**config.mk**
```make
export PLATFORM = sky130hd
export DESIGN_NAME = ctm_core
export DESIGN_NICKNAME = d
export VERILOG_FILES = /design/src/rtl/ctm_pkg.sv /design/src/rtl/ctm_tick_gen.sv /design/src/rtl/ctm_core.sv
export SDC_FILE = /design/constraint.sdc
export NUM_CORES = 1
export LEC_CHECK = 0
export ABC_AREA = 1
export BUFFER_PORTS_ARGS = -buffer_cell sky130_fd_sc_hd__buf_2
export CORE_ASPECT_RATIO = 0.8
export CORE_MARGIN = 2
export CORE_UTILIZATION = 55
export CTS_CLUSTER_SIZE = 24
export DETAILED_ROUTE_END_ITERATION = 10
export PLACE_DENSITY = 0.83
export SETUP_SLACK_MARGIN = 0.3
export SYNTH_ARGS = -nofsm -noshare
export SYNTH_HDL_FRONTEND = slang
export SYNTH_SLANG_ARGS = --single-unit
export TNS_END_PERCENT = 100
```
**constraint.sdc**
```tcl
create_clock -name pclk -period 4.3 [get_ports pclk]
set_input_delay 1.29 -clock pclk [delete_from_list [all_inputs] [get_ports pclk]]
set_output_delay 1.29 -clock pclk [all_outputs]
set_load 0.02 [all_outputs]
```
**src/rtl/ctm_pkg.sv**
```systemverilog
// ----------------------------------------------------------------
// Compact timer shared definitions
// ----------------------------------------------------------------
package ctm_pkg;

   // Counter and byte geometry
   localparam int CTM_CNT_W = 10;
   localparam int CTM_PER_W = 3;
   localparam logic [9:0] CTM_CNT_MAX = 10'h03FF;

   // Register byte offsets on the APB bus
   localparam logic [7:0] CTM_OFS_CTRL0 = 8'h00;
   localparam logic [7:0] CTM_OFS_CTRL1 = 8'h04;
   localparam logic [7:0] CTM_OFS_CNT_LO = 8'h08;
   localparam logic [7:0] CTM_OFS_CNT_HI = 8'h0C;
   localparam logic [7:0] CTM_OFS_CMPA_LO = 8'h10;
   localparam logic [7:0] CTM_OFS_CMPA_HI = 8'h14;

   // Reset values
   localparam logic [7:0] CTM_CTRL_RST = 8'h00;
   localparam logic [9:0] CTM_CMPA_RST = 10'h000;

   // Prescaler ratios for the internal sources
   localparam int CTM_SYS_DIV = 4;
   localparam int CTM_HI_DIV_A = 16;
   localparam int CTM_HI_DIV_B = 64;

   // Clock source select codes
   localparam logic [2:0] CTM_CK_SYS4 = 3'h0;
   localparam logic [2:0] CTM_CK_SYS = 3'h1;
   localparam logic [2:0] CTM_CK_H16 = 3'h2;
   localparam logic [2:0] CTM_CK_H64 = 3'h3;
   localparam logic [2:0] CTM_CK_SUB0 = 3'h4;
   localparam logic [2:0] CTM_CK_SUB1 = 3'h5;
   localparam logic [2:0] CTM_CK_EXT_R = 3'h6;
   localparam logic [2:0] CTM_CK_EXT_F = 3'h7;

   // Output action codes
   localparam logic [1:0] CTM_IO_KEEP = 2'h0;
   localparam logic [1:0] CTM_IO_LOW = 2'h1;
   localparam logic [1:0] CTM_IO_HIGH = 2'h2;
   localparam logic [1:0] CTM_IO_TOGGLE = 2'h3;

   // Operating modes
   typedef enum logic [1:0] {
      CTM_MODE_CMP = 2'h0,
      CTM_MODE_UNDEF = 2'h1,
      CTM_MODE_PWM = 2'h2,
      CTM_MODE_TIMER = 2'h3
   } ctm_mode_t;

   // Control byte 0
   typedef struct packed {
      logic pause;
      logic [2:0] clk_sel;
      logic on;
      logic [2:0] period;
   } ctm_ctrl0_t;

   // Control byte 1
   typedef struct packed {
      ctm_mode_t mode;
      logic [1:0] io;
      logic init_level;
      logic invert;
      logic dpx;
      logic clr_sel;
   } ctm_ctrl1_t;

endpackage : ctm_pkg

```
**src/rtl/ctm_tick_gen.sv**
```systemverilog
`timescale 1ns/10ps
// ----------------------------------------------------------------
// Count tick source selection
// ----------------------------------------------------------------
module ctm_tick_gen
   import ctm_pkg::*;
(
   // Clock and reset
   input wire logic pclk,
   input wire logic presetn,
   // Selection
   input wire logic [2:0] clk_sel,
   // Clock sources
   input wire logic high_clk_tick,
   input wire logic sub_clk_tick,
   input wire logic compact_ext_clock_pin,
   // Result
   output logic count_tick
);

   logic [1:0] sys_div_reg;
   logic [5:0] hi_div_reg;
   logic pin_prev_reg;
   logic pin_rise;
   logic pin_fall;
   logic tick_next;

   // Free-running prescalers; they never stop so ratios stay exact
   always_ff @(posedge pclk or negedge presetn)
   begin
      if (!presetn)
      begin
         sys_div_reg <= 2'h0;
         hi_div_reg <= 6'h00;
      end
      else
      begin
         sys_div_reg <= sys_div_reg + 2'h1;
         if (high_clk_tick)
            hi_div_reg <= hi_div_reg + 6'h01;
      end
   end

   // Previous pin level for edge detection
   always_ff @(posedge pclk or negedge presetn)
   begin
      if (!presetn)
         pin_prev_reg <= 1'b0;
      else
         pin_prev_reg <= compact_ext_clock_pin;
   end

   assign pin_rise = compact_ext_clock_pin & ~pin_prev_reg;
   assign pin_fall = ~compact_ext_clock_pin & pin_prev_reg;

   // Source multiplexer
   always_comb
   begin
      unique case (clk_sel)
         CTM_CK_SYS4: tick_next = (sys_div_reg == 2'(CTM_SYS_DIV - 1));
         CTM_CK_SYS: tick_next = 1'b1;
         CTM_CK_H16: tick_next = high_clk_tick && (hi_div_reg[3:0] == 4'(CTM_HI_DIV_A - 1));
         CTM_CK_H64: tick_next = high_clk_tick && (hi_div_reg == 6'(CTM_HI_DIV_B - 1));
         CTM_CK_SUB0, CTM_CK_SUB1: tick_next = sub_clk_tick;
         CTM_CK_EXT_R: tick_next = pin_rise;
         CTM_CK_EXT_F: tick_next = pin_fall;
      endcase
   end

   // Registered tick
   always_ff @(posedge pclk or negedge presetn)
   begin
      if (!presetn)
         count_tick <= 1'b0;
      else
         count_tick <= tick_next;
   end
endmodule : ctm_tick_gen

```
**src/rtl/ctm_core.sv**
```systemverilog
`timescale 1ns/10ps
// Behaviour
// - Counter compared with each comparator; equality raises event, may clear, may drive pin.
// - Three-bit select picks system, high, sub clock ratio or external pin.
// - External pin selected: transitions on it are counted as events.
// - Separate match events for comparator A and comparator P.
// - External pin counts on rising or falling edge as configured.
// - One external clock input, one true output and one complement output.
// - Compare mode: on A match outputs go high, low or toggle.
// - PWM mode drives its waveform on the same two outputs.
// - Counter and compare read as byte pairs; low byte through shared buffer.
// - Low write fills buffer only; compare high write stores high and copies buffer.
// - High read returns high and captures low into buffer for later read.
// - Modes: compare match output, timer/event counter, PWM output.
// - Core is a ten-bit up-only counter on the selected clock.
// - P compares three bits with counter top bits; A compares all ten.
// - Counter not writable; besides overflow and clear match, cleared only by on-control rising.
// - Counter clears on overflow or selected comparator match.
// - Period zero means full 1024-clock period via overflow.
// - Outside PWM, clear select zero clears on P match, one on A match; PWM uses the swap bit.
// - On-control rising in compare mode returns output to configured initial level.
module ctm_core
   import ctm_pkg::*;
(
   // Clock and reset
   input wire logic pclk,
   input wire logic presetn,
   // APB slave
   input wire logic psel,
   input wire logic penable,
   input wire logic pwrite,
   input wire logic [7:0] paddr,
   input wire logic [31:0] pwdata,
   output logic [31:0] prdata,
   output logic pready,
   output logic pslverr,
   // Internal clock strobes
   input wire logic high_clk_tick,
   input wire logic sub_clk_tick,
   // Timer pins
   input wire logic compact_ext_clock_pin,
   output logic compact_output_true,
   output logic compact_output_complement,
   // Match events
   output logic compare_a_event,
   output logic compare_p_event
);

   // ----------------------------------------------------------------
   // Declarations
   // ----------------------------------------------------------------
   ctm_ctrl0_t ctrl0_reg;
   ctm_ctrl1_t ctrl1_reg;
   logic [9:0] cnt_reg;
   logic [9:0] cmpa_reg;
   logic [7:0] buf_reg;
   logic [7:0] snap_reg;
   logic on_prev_reg;
   logic a_prev_reg;
   logic p_prev_reg;
   logic out_level_reg;
   logic count_tick;
   logic on_rise;
   logic run;
   logic a_hit;
   logic p_hit;
   logic clr_hit;
   logic wrap;
   logic clr_src;
   logic setup;
   logic access;
   logic mapped;
   logic wr_acc;
   logic rd_acc;
   logic pwm_active;
   logic [31:0] rd_next;

   // High byte of a ten-bit value, zero padded
   function automatic logic [31:0] hi_byte(input logic [9:0] v);
      hi_byte = {30'h0000_0000, v[9:8]};
   endfunction : hi_byte

   // ----------------------------------------------------------------
   // Clock source
   // ----------------------------------------------------------------
   ctm_tick_gen ctm_tick_gen_inst (
      .pclk(pclk),
      .presetn(presetn),
      .clk_sel(ctrl0_reg.clk_sel),
      .high_clk_tick(high_clk_tick),
      .sub_clk_tick(sub_clk_tick),
      .compact_ext_clock_pin(compact_ext_clock_pin),
      .count_tick(count_tick)
   );

   // ----------------------------------------------------------------
   // APB slave
   // ----------------------------------------------------------------
   // Zero wait states keeps the byte-pair sequence simple for software
   assign setup = psel & ~penable;
   assign access = psel & penable;
   assign pready = 1'b1;
   assign mapped = (paddr == CTM_OFS_CTRL0) || (paddr == CTM_OFS_CTRL1) ||
                   (paddr == CTM_OFS_CNT_LO) || (paddr == CTM_OFS_CNT_HI) ||
                   (paddr == CTM_OFS_CMPA_LO) || (paddr == CTM_OFS_CMPA_HI);
   assign pslverr = access & ~mapped;
   assign wr_acc = access & pwrite & mapped;
   assign rd_acc = access & ~pwrite & mapped;

   // Read multiplexer; low bytes always come from the buffer
   always_comb
   begin
      rd_next = 32'h0000_0000;
      if (paddr == CTM_OFS_CTRL0)
         rd_next = {24'h00_0000, ctrl0_reg};
      else if (paddr == CTM_OFS_CTRL1)
         rd_next = {24'h00_0000, ctrl1_reg};
      else if ((paddr == CTM_OFS_CNT_LO) || (paddr == CTM_OFS_CMPA_LO))
         rd_next = {24'h00_0000, buf_reg};
      else if (paddr == CTM_OFS_CNT_HI)
         rd_next = hi_byte(cnt_reg);
      else if (paddr == CTM_OFS_CMPA_HI)
         rd_next = hi_byte(cmpa_reg);
   end

   // Read data and low-byte snapshot taken in the setup cycle
   // so that the high and low halves come from the same count
   always_ff @(posedge pclk or negedge presetn)
   begin
      if (!presetn)
      begin
         prdata <= 32'h0000_0000;
         snap_reg <= 8'h00;
      end
      else if (setup && !pwrite)
      begin
         prdata <= rd_next;
         snap_reg <= (paddr == CTM_OFS_CNT_HI) ? cnt_reg[7:0] : cmpa_reg[7:0];
      end
   end

   // Control registers
   always_ff @(posedge pclk or negedge presetn)
   begin
      if (!presetn)
      begin
         ctrl0_reg <= ctm_ctrl0_t'(CTM_CTRL_RST);
         ctrl1_reg <= ctm_ctrl1_t'(CTM_CTRL_RST);
      end
      else if (wr_acc)
      begin
         if (paddr == CTM_OFS_CTRL0)
            ctrl0_reg <= ctm_ctrl0_t'(pwdata[7:0]);
         if (paddr == CTM_OFS_CTRL1)
            ctrl1_reg <= ctm_ctrl1_t'(pwdata[7:0]);
      end
   end

   // Shared low-byte buffer
   always_ff @(posedge pclk or negedge presetn)
   begin
      if (!presetn)
         buf_reg <= 8'h00;
      else if (wr_acc && ((paddr == CTM_OFS_CMPA_LO) || (paddr == CTM_OFS_CNT_LO)))
         buf_reg <= pwdata[7:0];
      else if (rd_acc && ((paddr == CTM_OFS_CNT_HI) || (paddr == CTM_OFS_CMPA_HI)))
         buf_reg <= snap_reg;
   end

   // Compare A value; the pair only moves on the high write
   always_ff @(posedge pclk or negedge presetn)
   begin
      if (!presetn)
         cmpa_reg <= CTM_CMPA_RST;
      else if (wr_acc && (paddr == CTM_OFS_CMPA_HI))
         cmpa_reg <= {pwdata[1:0], buf_reg};
   end

   // ----------------------------------------------------------------
   // Counter
   // ----------------------------------------------------------------
   assign on_rise = ctrl0_reg.on & ~on_prev_reg;
   assign run = ctrl0_reg.on & ~ctrl0_reg.pause;
   assign a_hit = ctrl0_reg.on && (cnt_reg == cmpa_reg);
   // Period zero never matches the top bits; overflow ends the period
   assign p_hit = ctrl0_reg.on && ((ctrl0_reg.period == 3'h0) ? (cnt_reg == CTM_CNT_MAX)
                  : (cnt_reg[9:7] == ctrl0_reg.period));
   assign wrap = (cnt_reg == CTM_CNT_MAX);
   // In PWM the duty/period swap also picks the period comparator
   assign clr_src = (ctrl1_reg.mode == CTM_MODE_PWM) ? ctrl1_reg.dpx : ctrl1_reg.clr_sel;
   assign clr_hit = clr_src ? a_hit : p_hit;

   // On-control edge tracker
   always_ff @(posedge pclk or negedge presetn)
   begin
      if (!presetn)
         on_prev_reg <= 1'b0;
      else
         on_prev_reg <= ctrl0_reg.on;
   end

   // Up-only count; no bus path writes it
   always_ff @(posedge pclk or negedge presetn)
   begin
      if (!presetn)
         cnt_reg <= 10'h000;
      else if (on_rise)
         cnt_reg <= 10'h000;
      else if (count_tick && run)
      begin
         if (wrap || clr_hit)
            cnt_reg <= 10'h000;
         else
            cnt_reg <= cnt_reg + 10'h001;
      end
   end

   // ----------------------------------------------------------------
   // Match events
   // ----------------------------------------------------------------
   // Edge of the equality so a stalled counter does not re-fire
   always_ff @(posedge pclk or negedge presetn)
   begin
      if (!presetn)
      begin
         a_prev_reg <= 1'b0;
         p_prev_reg <= 1'b0;
         compare_a_event <= 1'b0;
         compare_p_event <= 1'b0;
      end
      else
      begin
         a_prev_reg <= a_hit;
         p_prev_reg <= p_hit;
         compare_a_event <= a_hit & ~a_prev_reg;
         compare_p_event <= p_hit & ~p_prev_reg;
      end
   end

   // ----------------------------------------------------------------
   // Output pins
   // ----------------------------------------------------------------
   assign pwm_active = ctrl1_reg.dpx ? (cnt_reg < {ctrl0_reg.period, 7'h00}) : (cnt_reg < cmpa_reg);

   // Output level before polarity; timer mode just holds it
   always_ff @(posedge pclk or negedge presetn)
   begin
      if (!presetn)
         out_level_reg <= 1'b0;
      else if (ctrl1_reg.mode == CTM_MODE_PWM)
      begin
         unique case (ctrl1_reg.io)
            2'h1: out_level_reg <= ctrl1_reg.init_level;
            2'h2: out_level_reg <= pwm_active ? ctrl1_reg.init_level : ~ctrl1_reg.init_level;
            default: out_level_reg <= ~ctrl1_reg.init_level;
         endcase
      end
      else if (ctrl1_reg.mode == CTM_MODE_CMP)
      begin
         if (on_rise)
            out_level_reg <= ctrl1_reg.init_level;
         else if (compare_a_event)
         begin
            unique case (ctrl1_reg.io)
               CTM_IO_KEEP: out_level_reg <= out_level_reg;
               CTM_IO_LOW: out_level_reg <= 1'b0;
               CTM_IO_HIGH: out_level_reg <= 1'b1;
               CTM_IO_TOGGLE: out_level_reg <= ~out_level_reg;
            endcase
         end
      end
   end

   // Polarity applies in every mode except timer
   always_ff @(posedge pclk or negedge presetn)
   begin
      if (!presetn)
      begin
         compact_output_true <= 1'b0;
         compact_output_complement <= 1'b1;
      end
      else
      begin
         compact_output_true <= out_level_reg ^ (ctrl1_reg.invert &&
                                (ctrl1_reg.mode != CTM_MODE_TIMER));
         compact_output_complement <= ~(out_level_reg ^ (ctrl1_reg.invert &&
                                      (ctrl1_reg.mode != CTM_MODE_TIMER)));
      end
   end
endmodule : ctm_core

```
==> results.sh, run 1 <==
export IMPL_ys_flop_type="dfrtp_1"
export IMPL_wl_um=9354
export IMPL_place_inst=636
export IMPL_die_h_um=82.61
export IMPL_fin_cells=652
export IMPL_root_buffer="clkbuf_8"
export IMPL_grt_pass1_vias=3245
export IMPL_busiest_layer="met2"
export IMPL_maxCapViolCount=0
export IMPL_die_area_um2=8447
export IMPL_worstSkewPairLatency_ns=0.36
export IMPL_fin_tns_setup_ns=0
export IMPL_synthArstFlopShare_pct=100.0
export IMPL_ir_worst_vdd_mv=0.2511
export IMPL_tightest_slew_ns=0.9567
export IMPL_pin_count=86
export IMPL_antenna_found_initial=0
export IMPL_yosysWarnings=0
export IMPL_cts_inserted_buffers=9
export IMPL_hold_buffers=0
export IMPL_synth_largest_area_cell="dfrtp_1"
export IMPL_cts_htree_levels=3
export IMPL_setup_viol=0
export IMPL_worstPathRequired_ns=3.01
export IMPL_design_area_um2=4607
export IMPL_gr_usage_met1_pct=32.95
export IMPL_start_kind="input port"
export IMPL_syn_area_um2=4248
export IMPL_power_density_nw_per_um2=329.7
export IMPL_status="finished, final reports clean"
export IMPL_rsz0062_at_grt="no"
export IMPL_ys_seq_area_share_pct=45.98
export IMPL_fmax_mhz=284.2
export IMPL_avgSynthCellArea_um2=8.428
export IMPL_final_layout_size_suffix_gt1_share_pct=13.71
export IMPL_critPathKind="in2out"
export IMPL_r2r_slack_ns=2.07
export IMPL_finalWeightedCongestion=0.9367
export IMPL_cts_resized=0
export IMPL_area_growth_pct=8.454
export IMPL_rows=28
export IMPL_firstDrtPassIters=6
export IMPL_grt_max_degree=79
export IMPL_p_leak_nw=2.308
export IMPL_start_util_pct=57.19
export IMPL_use_met2_pct=38.22
export IMPL_worstSetupEndpointType="primary output"
export IMPL_drtAntennaViolNets=0
export IMPL_met3_usage_pct=6.734
export IMPL_vias_per_cell=5.267
export IMPL_yosysUniqueCellTypes=44
export IMPL_drc=0
export IMPL_ys_top_cells_by_count="nand2_1 (109), dfrtp_1 (77), inv_1 (76)"
export IMPL_path_clk_slew_ns=0.08
export IMPL_antennaDiodeCount=0
export IMPL_cts_sinks=78
export IMPL_synth_area_leaders="dfrtp_1 (45%), nand2_1 (9.6%), inv_1 (6.7%)"
export IMPL_crit_arrival_ns=2.23
export IMPL_routed_via_count=3434
export IMPL_port_buffers=36
export IMPL_core_um2=7427
export IMPL_period_needed_ns=3.518
export IMPL_clockBufferDepth=2
export IMPL_cp_max_fo=5
export IMPL_yosysTopAreaCellShare_pct=45.36
export IMPL_slew_headroom_pct=36.22
export IMPL_synth_edf_count=0
export IMPL_die_x_um=102.3
export IMPL_drt_iter0_drc=278
export IMPL_hold_viol=0
export IMPL_grt_use_total_pct=24.43
export IMPL_dp_hpwl_um=7018
export IMPL_fin_nets=610
export IMPL_cts_tree="yes"
export IMPL_routedWlPerCell_um=14.35
export IMPL_min_period_over_period_pct=81.82
export IMPL_ys_seq_elements=78
export IMPL_p_total_mw=1.519
export IMPL_cts_setup_buffers=0
export IMPL_hold_class="reg2reg"
export IMPL_grt_pass1_wl_um=15390
export IMPL_drv_slew=0
export IMPL_place_area_um2=4410
export IMPL_finClkSkew_ns=0.01235
export IMPL_synth_most_common_cell="nand2_1"
export IMPL_overflow=0
export IMPL_synthCells=504
kinds of logic after synthesis:
group	synth area share [%]
simple gates	17.70
buf+inv	12.75
compound gates	14.70
flops	45.98
fa+ha+maj	5.891
xor+xnor	2.268
other cells	0.1768
mux	0.5302
placed cells by master, fill, tap and decap left out, drive strengths merged, types with 2 or more instances in the layout:
master and count:
o2111ai 2, inv 79, nor3 4, nand4 4, nand2 111, nor3b 3, clkinvlp 2, conb 25
o21ai 61, mux2 2, ha 20, or2 2, nand3 18, xnor2 4, xor2 7, dfrtp 77
buf 37, o211ai 4, clkinv 4, clkbuf 9, a21oi 24, o221ai 6, o22ai 5, nor2 29
routing by layer:
| layer | up-vias | share of wire (%) |
|---|---|---|
| met5 | - | 0 |
| met4 | 0 | 1.6 |
| met3 | 19 | 8.5 |
| met2 | 142 | 45 |
| met1 | 1618 | 45 |
| li1 | 1655 | - |
report_power, final:
part           leakage (nW)  switching [mW]  total (mW)  internal, mW
clock                0.0956           0.282       0.551         0.269
combinational          1.29           0.101       0.157        0.0553
sequential            0.922          0.0335       0.812         0.778
final timing paths:
path | endpoint | cells after the start | from
worst max-delay path | pslverr | 8 | paddr[1]
worst min-delay path | compare_p_event | 1 | p_prev_reg
worst max register to register | cnt_reg[3] | 10 | cnt_reg[9]
worst min register to register | compare_p_event | 1 | p_prev_reg
max in group asynchronous | ctm_tick_gen_inst.hi_div_reg[3] | 1 | presetn
min in group asynchronous | snap_reg[5] | 1 | presetn
metrics by stage:
stage                     hold WS, ns  worst slack, ns  utilization, %
after CTS                      0.4039           0.7802           62.03
after detailed placement       0.3862           0.7825           59.38
final                          0.3979           0.7816           62.03
after global routing           0.4134           0.6992           62.03
after floorplan                0.3777            1.042               -
after global placement         0.3826           0.8234           59.38
layout make-up:
class / instances / area (um2)
Inverter: 79 / 296.5
Timing Repair Buffer: 37 / 190.2
Sequential cell: 78 / 1953
Multi-Input combinational cell: 337 / 1839
Fill cell: 660 / 2820
Tap cell: 105 / 131.4
Clock inverter: 7 / 72.57
Clock buffer: 9 / 123.9
worst max-delay path, cell delays in order:
cell and delay [ns]:
buf_2 0.10, nor2_2 0.16, inv_2 0.08, nor2_2 0.17, nand2_1 0.12, o21ai_4 0.11, nor2_1 0.06, buf_2 0.16
No activity file was read; power rests on OpenSTA's default activity.
==> run 2, diff against run 1 <==
- clock period: 4.3 -> 3.4 ns (I/O delays scaled with it)
==> run 2 against run 1 <==
Sequential power is 27% higher. Register-to-register slack worse by 0.97 ns. Final cell count is 0.46% higher. Via count is 1.3% higher. Routed wire length is 2.4% higher. Global-route usage is 0.55 points higher. Critical path depth stayed put. Sequential cell count stayed put. Non-clock buffer count is 3 higher. Critical path type unchanged.
==> results.sh, run 2 (same netlist as run 1, synthesis figures left out) <==
export IMPL_fmax_mhz=334.1
export IMPL_rsz0062_at_grt="no"
export IMPL_firstDrtPassIters=5
export IMPL_drv_slew=0
export IMPL_finClkSkew_ns=0.009158
export IMPL_hold_class="reg2reg"
export IMPL_antennaDiodeCount=0
export IMPL_final_layout_size_suffix_gt1_share_pct=14.18
export IMPL_cts_sinks=78
export IMPL_area_growth_pct=8.984
export IMPL_fin_tns_setup_ns=0
export IMPL_slew_headroom_pct=35.88
export IMPL_cts_tree="yes"
export IMPL_worstPathRequired_ns=2.38
export IMPL_cp_max_fo=5
export IMPL_pin_count=86
export IMPL_tightest_slew_ns=0.9618
export IMPL_cts_htree_levels=3
export IMPL_die_x_um=102.3
export IMPL_grt_use_total_pct=24.99
export IMPL_period_needed_ns=2.993
export IMPL_drc=0
export IMPL_fin_nets=613
export IMPL_worstSetupEndpointType="primary output"
export IMPL_critPathKind="in2out"
export IMPL_power_density_nw_per_um2=418.7
export IMPL_routedWlPerCell_um=14.63
export IMPL_finalWeightedCongestion=0.9413
export IMPL_post_place_ws_ns=0.4055
export IMPL_r2r_cells=10
export IMPL_start_util_pct=57.19
export IMPL_crit_arrival_ns=1.97
export IMPL_final_cell_mix="nand2_1 (109), dfrtp_1 (77), inv_1 (76)"
export IMPL_die_h_um=82.61
export IMPL_hold_viol=0
export IMPL_cts_resized=0
export IMPL_layout_setup_ws_ns=0.4073
export IMPL_whs_path_depth=1
export IMPL_drtAntennaViolNets=0
export IMPL_final_common_cell="nand2_1"
export IMPL_dp_hpwl_um=7104
export IMPL_grt_pass1_vias=3279
export IMPL_rows=28
export IMPL_path_clk_slew_ns=0.08
export IMPL_wl_um=9581
export IMPL_cts_setup_buffers=0
export IMPL_antenna_found_initial=0
export IMPL_hold_buffers=0
export IMPL_grt_max_degree=79
export IMPL_core_um2=7427
export IMPL_min_period_over_period_pct=88.02
export IMPL_overflow=0
export IMPL_grt_pass1_wl_um=15760
export IMPL_nFillCells=653
export IMPL_clockBufferDepth=2
export IMPL_maxCapViolCount=0
export IMPL_worstSkewPairLatency_ns=0.37
export IMPL_root_buffer="clkbuf_8"
export IMPL_drt_iter0_drc=246
export IMPL_vias_per_cell=5.308
export IMPL_cts_inserted_buffers=9
export IMPL_p_leak_nw=2.323
export IMPL_status="finished, final reports clean"
export IMPL_fin_cells=655
export IMPL_die_area_um2=8447
export IMPL_port_buffers=36
export IMPL_start_kind="input port"
export IMPL_place_inst=639
export IMPL_setup_viol=0
export IMPL_ir_worst_vdd_mv=0.2763
export IMPL_routed_via_count=3477
-- run 2: final timing paths --
kind | start | endpoint | slack [ns]
max | paddr[1] | pslverr | 0.41
min | p_prev_reg | compare_p_event | 0.40
max reg2reg | cnt_reg[8] | cnt_reg[7] | 1.10
min reg2reg | p_prev_reg | compare_p_event | 0.40
max in group asynchronous | presetn | compare_a_event | 1.99
min in group asynchronous | presetn | snap_reg[5] | 0.81
-- run 2: worst max-delay path, cell delays in order --
cell and delay [ns]:
buf_2 0.10, nor2_2 0.16, inv_2 0.08, nor2_2 0.17, nand2_1 0.12, o21ai_4 0.11, nor2_1 0.06, buf_2 0.16
-- run 2: layer usage --
layer  up-vias  global-route usage, %  wire length [um]
met5         -                      0                 0
met4         0                  10.80               194
met3        16                  5.892               793
met2       142                  39.14              4318
met1      1664                  33.55              4275
li1       1655                      -                 -
-- run 2: where the power goes --
group	switching [mW]	internal [mW]
clock	0.371	0.340
sequential	0.0432	0.984
combinational	0.128	0.0722
total	0.542	1.40
-- run 2: layout make-up --
class / count / area [um2] / share of cell area [%]
Sequential cell: 78 / 1953 / 42.19
Multi-Input combinational cell: 337 / 1839 / 39.73
Inverter: 79 / 296.5 / 6.405
Timing Repair Buffer: 40 / 212.7 / 4.595
Tap cell: 105 / 131.4 / 2.838
Clock buffer: 9 / 123.9 / 2.676
Clock inverter: 7 / 72.57 / 1.568
-- run 2: through the flow --
stage	hold slack (ns)	power (mW)	cell area [um2]	util (%)
2_1_floorplan	0.3777	1.187	4334	-
3_3_place_gp	0.3824	1.234	4433	59.69
3_5_place_dp	0.3946	1.248	4433	59.69
4_1_cts	0.4056	1.951	4629	62.33
5_1_grt	0.4173	2.021	4629	62.33
6_report	0.4023	1.938	4629	62.33
==> run 3, diff against run 2 <==
- RECOVER_POWER: default -> 100
==> run 3 against run 2 <==
The flow now finishes with violations (max-capacitance violations, max-slew violations). Clock power hardly changed. Non-clock buffer count stayed put. Fmax is 3.3% lower. Via count is 0.60% higher. Clock skew is 0.0013 ns higher. Clock-buffer cell count stayed put. Critical path depth stayed put. Combinational power is 3% lower.
==> results.sh, run 3 (same netlist as run 1, synthesis figures left out) <==
export IMPL_cpMaxStageDelayCell="nor2_1"
export IMPL_whs_path_depth=1
export IMPL_crit_family="simple AND/OR/NAND/NOR gates"
export IMPL_cts_setup_buffers=0
export IMPL_r2r_start="cnt_reg[8]"
export IMPL_cts_tree="yes"
export IMPL_r2r_cells=10
export IMPL_pin_count=86
export IMPL_routedWlPerCell_um=14.67
export IMPL_grt_use_total_pct=24.99
export IMPL_antenna_found_initial=0
export IMPL_critPathKind="in2out"
export IMPL_fmax_mhz=323.1
export IMPL_finClkSkew_ns=0.01042
export IMPL_rsz0062_at_grt="no"
export IMPL_cts_inserted_buffers=9
export IMPL_wl_um=9607
export IMPL_drt_iter0_drc=204
export IMPL_drtAntennaViolNets=0
export IMPL_p_total_mw=1.931
export IMPL_tightest_slew_ns=1.903
export IMPL_area_growth_pct=7.688
export IMPL_path_cells="buf_2, nor2_2, inv_1, nor2_1, nand2_1, o21ai_4, nor2_1, clkbuf_1"
export IMPL_hold_end="compare_p_event"
export IMPL_final_layout_size_suffix_gt1_share_pct=9.818
export IMPL_power_density_nw_per_um2=422.0
export IMPL_holdWs_ns=0.4013
export IMPL_violations="max-capacitance violations, max-slew violations"
export IMPL_port_buffers=36
export IMPL_dp_hpwl_um=7104
export IMPL_wirelength_met1_um=4254
export IMPL_crit_top_cell="nor2_1"
export IMPL_rows=28
export IMPL_worstPathRequired_ns=2.38
export IMPL_finalWeightedCongestion=0.9413
export IMPL_min_period_over_period_pct=91.03
export IMPL_final_common_cell="nand2_1"
export IMPL_cp_max_fo=5
export IMPL_cts_sinks=78
export IMPL_p_leak_nw=2.227
export IMPL_maxCapViolCount=1
export IMPL_place_inst=639
export IMPL_fin_nets=613
export IMPL_antennaDiodeCount=0
export IMPL_grt_max_degree=79
export IMPL_routed_via_count=3498
export IMPL_r2r_slack_ns=1.10
export IMPL_die_area_um2=8447
export IMPL_core_um2=7427
export IMPL_start_util_pct=57.19
export IMPL_met2_length_um=4321
export IMPL_worstSetupEndpointType="primary output"
export IMPL_slew_headroom_pct=-26.86
export IMPL_root_buffer="clkbuf_8"
export IMPL_grt_pass1_wl_um=15760
export IMPL_worstReg2RegEnd="cnt_reg[7]"
export IMPL_hold_viol=0
export IMPL_hp_start="p_prev_reg"
export IMPL_slowest_delay_ns=0.24
export IMPL_firstDrtPassIters=5
export IMPL_path_clk_slew_ns=0.08
export IMPL_overflow=0
export IMPL_worstSkewPairLatency_ns=0.37
export IMPL_cts_resized=0
export IMPL_hold_buffers=0
export IMPL_period_needed_ns=3.095
export IMPL_final_cell_mix="nand2_1 (110), inv_1 (77), dfrtp_1 (77)"
export IMPL_dr_wl_met3_um=838
export IMPL_drc=0
export IMPL_fin_cells=655
export IMPL_status="complete, but fails checks"
export IMPL_vias_per_cell=5.340
export IMPL_place_area_um2=4433
export IMPL_top_layer="met4"
export IMPL_drv_slew=79
export IMPL_crit_arrival_ns=2.08
export IMPL_design_area_um2=4574
export IMPL_fin_tns_setup_ns=0
export IMPL_ir_worst_vdd_mv=0.2759
export IMPL_setup_viol=0
export IMPL_clockBufferDepth=2
export IMPL_start_kind="input port"
export IMPL_hold_class="reg2reg"
export IMPL_cts_htree_levels=3
export IMPL_die_x_um=102.3
export IMPL_critPathBufInv=3
export IMPL_die_h_um=82.61
export IMPL_grt_pass1_vias=3279
==> run 3: worst max-delay path by stage <==
stage	slack [ns]	start	cells past startpoint	endpoint
after floorplan	0.68	paddr[1]	6	pslverr
after global placement	0.46	paddr[1]	8	pslverr
after detailed placement	0.41	paddr[1]	8	pslverr
after CTS	0.41	paddr[1]	8	pslverr
after global routing	0.21	paddr[1]	8	pslverr
final	0.30	paddr[1]	8	pslverr
==> run 3: cell type report <==
class / instances / area, um2
Timing Repair Buffer: 40 / 178.9
Clock buffer: 9 / 123.9
Inverter: 79 / 296.5
Tap cell: 105 / 131.4
Sequential cell: 78 / 1953
Fill cell: 666 / 2853
Multi-Input combinational cell: 337 / 1818
Clock inverter: 7 / 72.57
==> run 3: worst register-to-register path, delay by kind of cell (launching register included) <==
| kind | cells | cell delay [ns] |
|---|---|---|
| and+or+nand+nor | 7 | 1.09 |
| DFF | 1 | 0.49 |
| adders and majority gates | 1 | 0.33 |
| AOI/OAI and AO/OA | 1 | 0.17 |
| buffers and inverters | 1 | 0.10 |
==> run 3: stage by stage <==
step / worst slack, ns / utilization (%)
2_1_floorplan: 0.6817 / -
3_3_place_gp: 0.4607 / 59.69
3_5_place_dp: 0.4055 / 59.69
4_1_cts: 0.4067 / 62.33
5_1_grt: 0.2135 / 61.59
6_report: 0.3049 / 61.59
==> run 3: where the power goes <==
group / switching (mW) / internal [mW] / leakage [nW]
registers: 0.0440 / 0.984 / 0.922
clock network: 0.369 / 0.340 / 0.0956
logic: 0.127 / 0.0668 / 1.21
total: 0.540 / 1.39 / 2.23
==> run 3: layer usage <==
metal  track usage, %  vias to the layer above
li1                 -                     1656
met1            33.55                     1672
met2            39.14                      149
met3            5.892                       21
met4            10.80                        0
met5                0                        -
